===== src/scr_defines.svh =====
// register offsets, field positions, reset values and timing counts
`ifndef SCR_DEFINES_SVH
`define SCR_DEFINES_SVH

// ****************************************
// register byte addresses (index * 4)
// ****************************************
`define SCR_IDX_DISPLAY     8'h07
`define SCR_IDX_IRQ_ROUTE   8'h08
`define SCR_IDX_SER_DIV     8'h0F
`define SCR_ADDR_DISPLAY    12'h01C
`define SCR_ADDR_IRQ_ROUTE  12'h020
`define SCR_ADDR_SER_DIV    12'h03C
`define SCR_ADDR_STATUS     12'h040

// ****************************************
// reset values and field positions
// ****************************************
`define SCR_RST_DISPLAY     8'h00
`define SCR_RST_IRQ_ROUTE   8'h00
`define SCR_RST_SER_DIV     8'h88
`define SCR_DISP_OFF_BIT    7
`define SCR_SPEED_HI        6
`define SCR_SPEED_LO        5
`define SCR_RA_HI           7
`define SCR_RA_LO           5
`define SCR_RB_HI           3
`define SCR_RB_LO           1
`define SCR_DISP_MASK       8'hE0
`define SCR_ROUTE_MASK      8'hEE

// ****************************************
// video timing in half processor cycles, display window base and response codes
// ****************************************
`define SCR_FP_RAS_00       4'd4
`define SCR_FP_RAS_01       4'd6
`define SCR_FP_RAS_10       4'd6
`define SCR_FP_COL_00       4'd4
`define SCR_FP_COL_01       4'd6
`define SCR_FP_COL_10       4'd8
`define SCR_FP_PRE_00       4'd1
`define SCR_FP_PRE_01       4'd1
`define SCR_FP_PRE_10       4'd2
`define SCR_FP_CAS_00       4'd3
`define SCR_FP_CAS_01       4'd3
`define SCR_FP_CAS_10       4'd4
`define SCR_SR_PRE_00       4'd3
`define SCR_SR_PRE_01       4'd4
`define SCR_SR_PRE_10       4'd4
`define SCR_SR_PRE_11       4'd5
`define SCR_SR_CS_00        4'd5
`define SCR_SR_CS_01        4'd6
`define SCR_SR_CS_10        4'd8
`define SCR_SR_CS_11        4'd11
`define SCR_DISP_BASE       20'hB_8000
`define SCR_RESP_OKAY       2'b00
`define SCR_RESP_SLVERR     2'b10

`endif


===== src/scr_pkg.sv =====
// types shared by the configuration register block
`default_nettype none
package scr_pkg;
    typedef enum logic [2:0] {
        SCR_V_IDLE,
        SCR_V_RAS,
        SCR_V_PRE,
        SCR_V_CAS,
        SCR_V_SPRE,
        SCR_V_CS
    } scr_vid_e;
    typedef logic [3:0] scr_half_t;
endpackage
`default_nettype wire


===== src/scr_top.sv =====
// configuration registers with video timing, irq routing and serial divider
`default_nettype none
`include "scr_defines.svh"

module scr_top #(
    parameter int ADDR_W = 12
) (
    input  wire logic              aclk,
    input  wire logic              aresetn,
    input  wire logic [ADDR_W-1:0] s_axi_awaddr,
    input  wire logic              s_axi_awvalid,
    output logic                   s_axi_awready,
    input  wire logic [31:0]       s_axi_wdata,
    input  wire logic [3:0]        s_axi_wstrb,
    input  wire logic              s_axi_wvalid,
    output logic                   s_axi_wready,
    output logic [1:0]             s_axi_bresp,
    output logic                   s_axi_bvalid,
    input  wire logic              s_axi_bready,
    input  wire logic [ADDR_W-1:0] s_axi_araddr,
    input  wire logic              s_axi_arvalid,
    output logic                   s_axi_arready,
    output logic [31:0]            s_axi_rdata,
    output logic [1:0]             s_axi_rresp,
    output logic                   s_axi_rvalid,
    input  wire logic              s_axi_rready,
    input  wire logic              main_clock_en,
    input  wire logic              interrupt_input_a,
    input  wire logic              interrupt_input_b,
    input  wire logic              video_req,
    input  wire logic              video_page_hit,
    input  wire logic              video_is_psram,
    output logic                   display_enable,
    output logic                   expansion_owns_display,
    output logic [19:0]            display_window_base,
    output logic [7:0]             irq_lines,
    output logic                   serial_clock,
    output logic                   video_ras,
    output logic                   video_cas,
    output logic                   video_precharge,
    output logic                   video_cs,
    output logic                   video_done,
    output logic                   video_speed_error
);

    if (ADDR_W < 7) begin : g_addr_chk
        $error("scr_top: address too narrow for map");
    end

    // ****************************************
    // register bus slave
    // ****************************************
    logic [7:0] display_q, route_q, div_q;
    logic       aw_held_q, w_held_q;
    logic [ADDR_W-1:0] awaddr_q;
    logic [7:0] wbyte_q;
    logic       wstrb0_q;
    logic       wr_fire, wr_hit;

    assign s_axi_awready = !aw_held_q && !s_axi_bvalid;
    assign s_axi_wready  = !w_held_q && !s_axi_bvalid;
    assign s_axi_arready = !s_axi_rvalid;
    assign wr_fire = aw_held_q && w_held_q && !s_axi_bvalid;
    assign wr_hit  = awaddr_q == ADDR_W'(`SCR_ADDR_DISPLAY)
                  || awaddr_q == ADDR_W'(`SCR_ADDR_IRQ_ROUTE)
                  || awaddr_q == ADDR_W'(`SCR_ADDR_SER_DIV);

    // address and data may arrive in either order
    always_ff @(posedge aclk) begin
        if (!aresetn) begin
            aw_held_q <= 1'b0;
            w_held_q  <= 1'b0;
            awaddr_q  <= '0;
            wbyte_q   <= 8'h00;
            wstrb0_q  <= 1'b0;
        end else begin
            if (s_axi_awvalid && s_axi_awready) begin
                aw_held_q <= 1'b1;
                awaddr_q  <= s_axi_awaddr;
            end
            if (s_axi_wvalid && s_axi_wready) begin
                w_held_q <= 1'b1;
                wbyte_q  <= s_axi_wdata[7:0];
                wstrb0_q <= s_axi_wstrb[0];
            end
            if (wr_fire) begin
                aw_held_q <= 1'b0;
                w_held_q  <= 1'b0;
            end
        end
    end

    always_ff @(posedge aclk) begin
        if (!aresetn) begin
            s_axi_bvalid <= 1'b0;
            s_axi_bresp  <= `SCR_RESP_OKAY;
        end else if (wr_fire) begin
            s_axi_bvalid <= 1'b1;
            s_axi_bresp  <= wr_hit ? `SCR_RESP_OKAY : `SCR_RESP_SLVERR;
        end else if (s_axi_bready) begin
            s_axi_bvalid <= 1'b0;
        end
    end

    // reserved bits are masked so they always read as zero
    always_ff @(posedge aclk) begin
        if (!aresetn) begin
            display_q <= `SCR_RST_DISPLAY;
            route_q   <= `SCR_RST_IRQ_ROUTE;
            div_q     <= `SCR_RST_SER_DIV;
        end else if (wr_fire && wstrb0_q) begin
            if (awaddr_q == ADDR_W'(`SCR_ADDR_DISPLAY)) begin
                display_q <= wbyte_q & `SCR_DISP_MASK;
            end
            if (awaddr_q == ADDR_W'(`SCR_ADDR_IRQ_ROUTE)) begin
                route_q <= wbyte_q & `SCR_ROUTE_MASK;
            end
            if (awaddr_q == ADDR_W'(`SCR_ADDR_SER_DIV)) begin
                div_q <= wbyte_q;
            end
        end
    end

    scr_pkg::scr_vid_e vid_q;

    always_ff @(posedge aclk) begin
        if (!aresetn) begin
            s_axi_rvalid <= 1'b0;
            s_axi_rdata  <= 32'h0000_0000;
            s_axi_rresp  <= `SCR_RESP_OKAY;
        end else if (s_axi_arvalid && s_axi_arready) begin
            s_axi_rvalid <= 1'b1;
            s_axi_rresp  <= `SCR_RESP_OKAY;
            unique case (s_axi_araddr)
                ADDR_W'(`SCR_ADDR_DISPLAY):
                    s_axi_rdata <= {24'h00_0000, display_q};
                ADDR_W'(`SCR_ADDR_IRQ_ROUTE):
                    s_axi_rdata <= {24'h00_0000, route_q};
                ADDR_W'(`SCR_ADDR_SER_DIV):
                    s_axi_rdata <= {24'h00_0000, div_q};
                ADDR_W'(`SCR_ADDR_STATUS):
                    s_axi_rdata <= {29'h0000_0000, video_speed_error,
                                    serial_clock, vid_q != scr_pkg::SCR_V_IDLE};
                default: begin
                    s_axi_rdata <= 32'h0000_0000;
                    s_axi_rresp <= `SCR_RESP_SLVERR;
                end
            endcase
        end else if (s_axi_rready) begin
            s_axi_rvalid <= 1'b0;
        end
    end

    // ****************************************
    // display control
    // ****************************************
    // display off frees window
    always_ff @(posedge aclk) begin
        if (!aresetn) begin
            display_enable         <= 1'b1;
            expansion_owns_display <= 1'b0;
            display_window_base    <= 20'h0_0000;
        end else begin
            display_enable         <= !display_q[`SCR_DISP_OFF_BIT];
            expansion_owns_display <= display_q[`SCR_DISP_OFF_BIT];
            display_window_base    <= `SCR_DISP_BASE;
        end
    end

    // ****************************************
    // video access timing, half-cycle units
    // ****************************************
    // one aclk here is half a processor cycle so 0.5 figures are exact
    logic [1:0]        speed;
    scr_pkg::scr_half_t ras_len, col_len, pre_len, cas_len, spre_len, cs_len;
    scr_pkg::scr_half_t cnt_q;
    logic              in_page_q;

    assign speed = display_q[`SCR_SPEED_HI:`SCR_SPEED_LO];

    always_comb begin
        unique case (speed)
            2'b00: begin
                ras_len = `SCR_FP_RAS_00;
                col_len = `SCR_FP_COL_00;
                pre_len = `SCR_FP_PRE_00;
                cas_len = `SCR_FP_CAS_00;
            end
            2'b01: begin
                ras_len = `SCR_FP_RAS_01;
                col_len = `SCR_FP_COL_01;
                pre_len = `SCR_FP_PRE_01;
                cas_len = `SCR_FP_CAS_01;
            end
            default: begin
                ras_len = `SCR_FP_RAS_10;
                col_len = `SCR_FP_COL_10;
                pre_len = `SCR_FP_PRE_10;
                cas_len = `SCR_FP_CAS_10;
            end
        endcase
    end

    always_comb begin
        unique case (speed)
            2'b00: begin
                spre_len = `SCR_SR_PRE_00;
                cs_len   = `SCR_SR_CS_00;
            end
            2'b01: begin
                spre_len = `SCR_SR_PRE_01;
                cs_len   = `SCR_SR_CS_01;
            end
            2'b10: begin
                spre_len = `SCR_SR_PRE_10;
                cs_len   = `SCR_SR_CS_10;
            end
            default: begin
                spre_len = `SCR_SR_PRE_11;
                cs_len   = `SCR_SR_CS_11;
            end
        endcase
    end

    assign video_speed_error = !video_is_psram && speed == 2'b11;

    always_ff @(posedge aclk) begin
        if (!aresetn) begin
            vid_q      <= scr_pkg::SCR_V_IDLE;
            cnt_q      <= 4'd0;
            in_page_q  <= 1'b0;
            video_done <= 1'b0;
        end else begin
            video_done <= 1'b0;
            unique case (vid_q)
                scr_pkg::SCR_V_IDLE: begin
                    if (!video_req) begin
                        in_page_q <= 1'b0;
                    end else if (video_is_psram) begin
                        vid_q <= scr_pkg::SCR_V_SPRE;
                        cnt_q <= spre_len - 4'd1;
                    end else if (!video_speed_error) begin
                        if (in_page_q && video_page_hit) begin
                            vid_q <= scr_pkg::SCR_V_PRE;
                            cnt_q <= pre_len - 4'd1;
                        end else begin
                            vid_q <= scr_pkg::SCR_V_RAS;
                            cnt_q <= ras_len - 4'd1;
                        end
                    end
                end
                scr_pkg::SCR_V_RAS: begin
                    if (cnt_q != 4'd0) begin
                        cnt_q <= cnt_q - 4'd1;
                    end else begin
                        vid_q <= scr_pkg::SCR_V_CAS;
                        cnt_q <= col_len - 4'd1;
                    end
                end
                scr_pkg::SCR_V_PRE: begin
                    if (cnt_q != 4'd0) begin
                        cnt_q <= cnt_q - 4'd1;
                    end else begin
                        vid_q <= scr_pkg::SCR_V_CAS;
                        cnt_q <= cas_len - 4'd1;
                    end
                end
                scr_pkg::SCR_V_SPRE: begin
                    if (cnt_q != 4'd0) begin
                        cnt_q <= cnt_q - 4'd1;
                    end else begin
                        vid_q <= scr_pkg::SCR_V_CS;
                        cnt_q <= cs_len - 4'd1;
                    end
                end
                scr_pkg::SCR_V_CAS, scr_pkg::SCR_V_CS: begin
                    if (cnt_q != 4'd0) begin
                        cnt_q <= cnt_q - 4'd1;
                    end else begin
                        vid_q      <= scr_pkg::SCR_V_IDLE;
                        in_page_q  <= vid_q == scr_pkg::SCR_V_CAS;
                        video_done <= 1'b1;
                    end
                end
                default: vid_q <= scr_pkg::SCR_V_IDLE;
            endcase
        end
    end

    assign video_ras       = vid_q == scr_pkg::SCR_V_RAS;
    assign video_cas       = vid_q == scr_pkg::SCR_V_CAS;
    assign video_precharge = vid_q == scr_pkg::SCR_V_PRE
                          || vid_q == scr_pkg::SCR_V_SPRE;
    assign video_cs        = vid_q == scr_pkg::SCR_V_CS;

    // ****************************************
    // interrupt routing
    // ****************************************
    logic [2:0] route_a, route_b;
    assign route_a = route_q[`SCR_RA_HI:`SCR_RA_LO];
    assign route_b = route_q[`SCR_RB_HI:`SCR_RB_LO];

    // per-line decode, 0 and 2 drive nothing
    for (genvar i = 0; i < 8; i++) begin : g_irq
        always_ff @(posedge aclk) begin
            if (!aresetn) begin
                irq_lines[i] <= 1'b0;
            end else begin
                irq_lines[i] <= (i != 0 && i != 2)
                    && ((route_a == 3'(i) && interrupt_input_a)
                     || (route_b == 3'(i) && interrupt_input_b));
            end
        end
    end

    // ****************************************
    // serial clock divider
    // ****************************************
    logic [3:0] div_cnt_q, div_lim;
    logic       div_wr;
    assign div_lim = serial_clock ? div_q[7:4] : div_q[3:0];
    // a rewrite restarts the phase so the count never overruns a lower limit
    assign div_wr  = wr_fire && wstrb0_q
                  && awaddr_q == ADDR_W'(`SCR_ADDR_SER_DIV);
    always_ff @(posedge aclk) begin
        if (!aresetn) begin
            serial_clock <= 1'b1;
            div_cnt_q    <= 4'd0;
        end else begin
            if (main_clock_en && div_cnt_q != div_lim) begin
                div_cnt_q <= div_cnt_q + 4'd1;
            end else if (main_clock_en) begin
                div_cnt_q    <= 4'd0;
                serial_clock <= !serial_clock;
            end
            if (div_wr) begin
                div_cnt_q <= 4'd0;
            end
        end
    end

    // ****************************************
    // checks
    // ****************************************
    display_map_a: assert property (
        @(posedge aclk) disable iff (!aresetn)
        display_q[`SCR_DISP_OFF_BIT] |=> expansion_owns_display
            && !display_enable)
        else $error("display window not released");

    irq_reserved_a: assert property (
        @(posedge aclk) disable iff (!aresetn)
        !irq_lines[0] && !irq_lines[2])
        else $error("reserved interrupt driven");

    irq_route_a: assert property (
        @(posedge aclk) disable iff (!aresetn)
        (route_b == 3'd5 && interrupt_input_b) |=> irq_lines[5])
        else $error("line b not routed");

    fp_first_ras_a: assert property (
        @(posedge aclk) disable iff (!aresetn)
        (vid_q == scr_pkg::SCR_V_IDLE && video_req && !video_is_psram
         && !video_speed_error && !(in_page_q && video_page_hit))
        |=> vid_q == scr_pkg::SCR_V_RAS)
        else $error("first page access skipped ras");

    fp_speed00_a: assert property (
        @(posedge aclk) disable iff (!aresetn)
        ($rose(vid_q == scr_pkg::SCR_V_PRE) && speed == 2'b00)
        |=> vid_q == scr_pkg::SCR_V_CAS ##3 vid_q == scr_pkg::SCR_V_IDLE)
        else $error("fast page 00 timing wrong");

    sr_speed11_a: assert property (
        @(posedge aclk) disable iff (!aresetn)
        ($rose(vid_q == scr_pkg::SCR_V_CS) && speed == 2'b11)
        |-> video_cs [*8] ##1 video_cs [*3] ##1 !video_cs)
        else $error("psram 11 chip select length wrong");

    speed_sel_a: assert property (
        @(posedge aclk) disable iff (!aresetn)
        ($rose(vid_q == scr_pkg::SCR_V_SPRE) && speed == 2'b01)
        |-> ##3 video_precharge ##1 video_cs)
        else $error("speed code not applied");

    ser_high_a: assert property (
        @(posedge aclk) disable iff (!aresetn)
        (main_clock_en && serial_clock && div_cnt_q == div_q[7:4])
        |=> !serial_clock)
        else $error("serial high phase length wrong");

    ser_low_a: assert property (
        @(posedge aclk) disable iff (!aresetn)
        (!serial_clock && div_cnt_q < div_q[3:0]) |=> !serial_clock)
        else $error("serial low phase ended early");

    ser_range_a: assert property (
        @(posedge aclk) disable iff (!aresetn)
        div_cnt_q <= (serial_clock ? div_q[7:4] : div_q[3:0]))
        else $error("divider counter out of range");

    ser_hold_a: assert property (
        @(posedge aclk) disable iff (!aresetn)
        (serial_clock && div_cnt_q < div_q[7:4]) |=> serial_clock)
        else $error("serial high phase ended early");

endmodule
`default_nettype wire


===== config.mk =====
export PLATFORM = sky130hd
export DESIGN_NAME = scr_top
export DESIGN_NICKNAME = d
export VERILOG_FILES = /design/src/scr_pkg.sv /design/src/scr_top.sv
export VERILOG_INCLUDE_DIRS = /design/src
export SDC_FILE = /design/constraint.sdc
export NUM_CORES = 1
export LEC_CHECK = 0
export BUFFER_PORTS_ARGS = -buffer_cell sky130_fd_sc_hd__buf_4
export CAP_MARGIN = 20
export CORE_UTILIZATION = 40
export CTS_CLUSTER_DIAMETER = 80
export CTS_CLUSTER_SIZE = 16
export DETAILED_ROUTE_END_ITERATION = 7
export PLACE_DENSITY_LB_ADDON = 0.05
export SLEW_MARGIN = 40
export SYNTH_ARGS = -nofsm -noshare
export SYNTH_HDL_FRONTEND = slang
export SYNTH_SLANG_ARGS = --single-unit

===== constraint.sdc =====
create_clock -name aclk -period 2 [get_ports aclk]
set_input_delay 0 -clock aclk [delete_from_list [all_inputs] [get_ports aclk]]
set_output_delay 0 -clock aclk [all_outputs]
set_load 0.005 [all_outputs]

==> results.yml, run 1 <==
run_status:
  status: "complete, no violations"
route:
  routed-wl-met3_um: 479
  maxUsedRoutingLayer: "met4"
  drt-met1-wl_um: 5150
  drtIter0Drc: 165
  drc_errors: 0
  via_per_inst: 4.88
  wirelength_um: 10200
  first_pass_iters: 5
  wl_per_cell_um: 13.4
  vias: 3701
  final_antenna_net_count: 0
  wl_met2_um: 4460
worst_setup_path:
  crit_type: "flop to flop"
  cp_cell_sequence: "inv_1, ha_2, nor3b_4, inv_2, and3_1, a2111oi_0, a31oi_1"
  path_max_fanout: 5
  slowest_delay_ps: 370
  critPathArrivalTime_ps: 2100
  rr_worst_depth: 7
  start_kind: "flop"
  end_kind: "flop"
  required_ps: 2210
  cp_slowest_cell: "a2111oi_0"
clock_network:
  worstSkewPairLatency_ps: 350
  ctsHtreeMaxLevel: 3
  clock-sinks: 75
  clk_path_buf_depth: 2
  clk_pin_slew_ps: 80
  post_cts.repair.setup_buffers: 0
  cts_buffers: 9
  cts-root-buf: "clkbuf_8"
  cts_tree: "built"
die:
  rows: 36
  coreArea_mm2: 0.00982
  io_pins: 151
  die_width_um: 103
  die_area_mm2: 0.0106
  start_util_pct: 41.5
  die_y_um: 103
sta:
  fin_skew_ps: 14.0
  final-setup-viol-count: 0
  fmax_ghz: 0.530
  fin_crit_sh_pct: 94.4
  drv_slew: 0
  hold_viol_final: 0
  relSlewSlack_pct: 57.6
  period_needed_ps: 1890
  tns_ps: 0
  worst_pin_slew_ps: 634
synthesis:
  synth_cells: 515
  ys.flop_type: "dfxtp_1"
  synth_area_per_cell_um2: 7.91
  yosysWarnings: 0
  syn_area_mm2: 0.00408
  async_flop_share_pct: 0
  synth_edf_count: 0
  ys_seq_area_share_pct: 36.8
  yosys.cell_types.count: 66
  synth-seq-cells: 75
final_layout:
  fin_area_mm2: 0.00518
  final_cell_mix: "96 x nand2_1, 92 x buf_4, 74 x dfxtp_1"
  area_growth_pct: 27.0
  drive_gt1_share_pct: 20.6
  layout_commonest_cell: "nand2_1"
  n_antenna_cell: 0
  nets: 702
global_routing:
  grt_antenna_before_repair: 0
  grt_max_degree: 41
  grt_pass1_vias: 3200
  grt.total_usage_pct: 19.8
  grt_overflow: 0
  grt_first_pass_wirelength_um: 16100
pwr:
  peakVddDrop_v: 0.000360
  leakagePower_nw: 2.16
  p_total_mw: 4.69
  p_per_area_mw_per_mm2: 905
place:
  dp_hpwl_um: 7200
  portBuffers: 79
  placed_area_mm2: 0.00465
  routabilityCongestion: 0.846
job:
  cap_viol_max_count: 0
min_path:
  min_path_cells: 3
  hold_class: "primary input to flop"
## cell type report
type / count / area (um^2)
Fill cell: 980 / 4640
Multi-Input combinational cell: 394 / 2210
Sequential cell: 75 / 1500
Timing Repair Buffer: 122 / 1000
Tap cell: 133 / 166
Clock buffer: 10 / 138
Clock inverter: 6 / 88.8
Inverter: 19 / 71.3
## stage by stage
step,setup WS (ps),util (%),hold slack [ps],cells
after global routing,-10.6,52.7,40.1,759
after CTS,41.7,52.6,3.93,759
after floorplan,222,-,27.7,558
after global placement,139,47.3,189,714
final,112,52.7,29.5,759
after detailed placement,68.1,47.3,194,714
## cell families (layout without fill, tap and decap cells)
logic type                 count (synthesis)  after routing  synth area share, %
xor gates and xnor gates                   7              7                 1.50
and+or+nand+nor                          202            202                 24.3
DFF                                       75             75                 36.8
AOI/OAI and AO/OA                        122            122                 19.0
other                                      1             44               0.0920
buffers and inverters                     89            157                 13.1
adders and majority gates                  8              8                 2.46
muxes                                     11             11                 2.70
## cells in the mapped netlist (5+ instances only)
master,n,area (um^2)
a21oi_1,54,270
a22oi_1,6,45.0
a31oi_1,7,43.8
and3_1,5,31.3
buf_4,47,353
clkbuf_1,14,52.6
dfxtp_1,75,1500
ha_1,8,100
inv_1,17,63.8
mux2i_1,11,110
nand2_1,96,360
nand2b_1,8,50.1
nand3_1,7,35.0
nand4_1,6,37.5
nor2_1,38,143
nor2b_1,6,37.5
nor3_1,7,35.0
o21ai_0,16,80.1
o22ai_1,7,43.8
xnor2_1,5,43.8
## worst max-delay path, delay by kind of cell (launching register included)
kind                       cells  cell delay, ps
DFF                            1             350
AOI/OAI and AO/OA              2             520
and+or+nand+nor                2             470
adders and majority gates      1             220
buffers and inverters          2             210
## report_power, final
part | switching, mW | leakage [nW] | internal [mW]
clock | 0.580 | 0.108 | 0.737
combinational | 0.909 | 1.44 | 0.767
sequential | 0.0978 | 0.610 | 1.60
total | 1.59 | 2.16 | 3.10
## final timing paths
| kind | start | endpoint | slack, ps |
|---|---|---|---|
| hold reg to reg | s_axi_rdata[3]$_SDFFE_PN0P_ | s_axi_rdata[3]$_SDFFE_PN0P_ | 460 |
| setup reg to reg | cnt_q[0]$_SDFFE_PN0P_ | cnt_q[0]$_SDFFE_PN0P_ | 110 |
| setup / recovery | cnt_q[0]$_SDFFE_PN0P_ | cnt_q[0]$_SDFFE_PN0P_ | 110 |
| hold / removal | video_req | in_page_q$_SDFFE_PN0P_ | 30 |
## flip-flops by register name, summed over array words and instances, names as in the netlist, 3 cells and up
name	count
awaddr_q	12
div_q	8
s_axi_rdata	8
wbyte_q	8
irq_lines	6
route_q	6
cnt_q	4
div_cnt_q	4
display_q	3
vid_q	3
## per-layer routing
layer	vias to the layer above	GRT usage [%]
met3	4	3.32
met2	112	29.9
met5	-	0
met1	1696	28.6
li1	1889	-
met4	0	6.18
## repair_timing
action                     CTS  global route
setup endpoints to repair    0             4
resized for setup            0             3
hold endpoints to repair    37             0
hold buffers                29             0
No activity file was read; power rests on OpenSTA's default activity.
==> run 2: changes to the inputs <==
- BUFFER_PORTS_ARGS: -buffer_cell sky130_fd_sc_hd__buf_4 -> not set
- DONT_BUFFER_PORTS: not set -> 1
- GPL_TIMING_DRIVEN: not set -> 1
==> results.yml, run 2 (same netlist as run 1, synthesis figures left out) <==
clock_network:
  clk_path_buf_depth: 2
  clock-sinks: 75
  cts_tree: "built"
  clk_pin_slew_ps: 90
  cts-root-buf: "clkbuf_8"
  worstSkewPairLatency_ps: 340
  ctsHtreeMaxLevel: 3
  cts_buffers: 9
  post_cts.repair.setup_buffers: 0
worst_setup_path:
  critPathArrivalTime_ps: 2170
  path_max_fanout: 8
  end_kind: "flop"
  required_ps: 2280
  slowest_delay_ps: 340
  start_kind: "flop"
  cp_slowest_cell: "dfxtp_1"
  r2r_slack_ps: 110
  cp_cell_sequence: "inv_1, ha_1, nor3b_4, buf_4, and3_1, a311oi_1, a211o_1, a21oi_1"
  crit_type: "flop to flop"
final_layout:
  nets: 634
  stdcell_count: 691
  top_register: "awaddr_q"
  drive_gt1_share_pct: 8.60
  largest_register_ff_count: 12
  n_antenna_cell: 0
  layout_commonest_cell: "nand2_1"
  final_cell_mix: "96 x nand2_1, 75 x dfxtp_1, 54 x a21oi_1"
  area_growth_pct: 14.7
die:
  start_util_pct: 41.5
  die_y_um: 103
  die_width_um: 103
  coreArea_mm2: 0.00982
  die_area_mm2: 0.0106
  io_pins: 151
  rows: 36
sta:
  setup_ws_ps: 107
  period_needed_ps: 1890
  fin_crit_sh_pct: 94.6
  fin_skew_ps: 14.9
  final-setup-viol-count: 0
  relSlewSlack_pct: 57.0
  rsz0062_at_grt: "true"
  worst_pin_slew_ps: 643
  fmax_ghz: 0.528
  hold_viol_final: 0
  drv_slew: 0
  tns_ps: 0
global_routing:
  grt.total_usage_pct: 19.2
  grt_antenna_before_repair: 0
  grt_pass1_vias: 3185
  grt_max_degree: 60
  grt_first_pass_wirelength_um: 15900
  grt_overflow: 0
place:
  dp_hpwl_um: 6910
  place_ws_ps: 90.0
  dp_cells: 635
  routabilityCongestion: 0.837
  portBuffers: 0
run_status:
  status: "complete, no violations"
pwr:
  seqPwrFrac_pct: 37.4
  p_total_mw: 4.54
  p_int_mw: 2.98
  p_switching_mw: 1.56
  leakagePower_nw: 1.82
  swShare_pct: 34.4
  pwr-share-clk_pct: 28.6
  p_per_area_mw_per_mm2: 970
  peakVddDrop_v: 0.000352
  combPwrFrac_pct: 33.9
min_path:
  hold_class: "primary input to flop"
route:
  drtIter0Drc: 215
  wl_per_cell_um: 14.2
  vias: 3474
  via_per_inst: 5.03
  drc_errors: 0
  wirelength_um: 9800
  final_antenna_net_count: 0
  first_pass_iters: 4
job:
  cap_viol_max_count: 0
==> run 2: power by group through the flow <==
stage	Sequential, mW	Combinational (mW)	Clock [mW]
after floorplan	1.71	1.16	0
after global placement	1.73	1.44	0
after detailed placement	1.73	1.44	0
after CTS	1.69	1.52	1.34
after global routing	1.72	1.71	1.40
final	1.70	1.54	1.30
==> run 2: worst paths after layout <==
| path | to | from | depth (start not counted) |
|---|---|---|---|
| max | cnt_q[2]$_SDFFE_PN0P_ | cnt_q[0]$_SDFFE_PN0P_ | 8 |
| min reg2reg | wbyte_q[0]$_SDFFE_PN0P_ | wbyte_q[0]$_SDFFE_PN0P_ | 2 |
| min | cnt_q[0]$_SDFFE_PN0P_ | video_is_psram | 4 |
| max reg2reg | cnt_q[2]$_SDFFE_PN0P_ | cnt_q[0]$_SDFFE_PN0P_ | 8 |
==> run 2: area by class of cell <==
class	instances	area [um^2]
clock inverter	7	100
sequential	75	1500
timing repair buffer	54	505
clock buffer	9	124
multi-input combinational	394	2210
fill	997	5140
tap	133	166
inverter	19	71.3
==> run 2: per-stage QoR <==
step                      hold WS [ps]  cell area [um^2]  util, %
final                             39.9              4680     47.6
after CTS                         23.6              4670     47.5
after detailed placement          29.4              4040     41.2
after floorplan                   27.7              4240        -
after global routing              48.6              4680     47.6
after global placement            29.0              4040     41.2
==> run 2: metal layers <==
layer	global-route usage (%)	share of wire, %
met5	0	0
met4	5.96	0.62
met3	3.53	6.2
met2	30.4	45
met1	26.6	48
==> run 2: worst max-delay path: cells and delay by family, from the launching register on <==
family	cells	cell delay (ps)
buf+inv	2	330
compound gates	3	440
flops	1	340
fa+ha+maj	1	240
simple gates	2	470
==> run 2: repair_timing <==
item	4_1_cts	5_1_grt
endpoints found under the hold margin	50	0
hold buffers	40	0
gates resized for setup	0	2
endpoints found under the setup margin	0	5
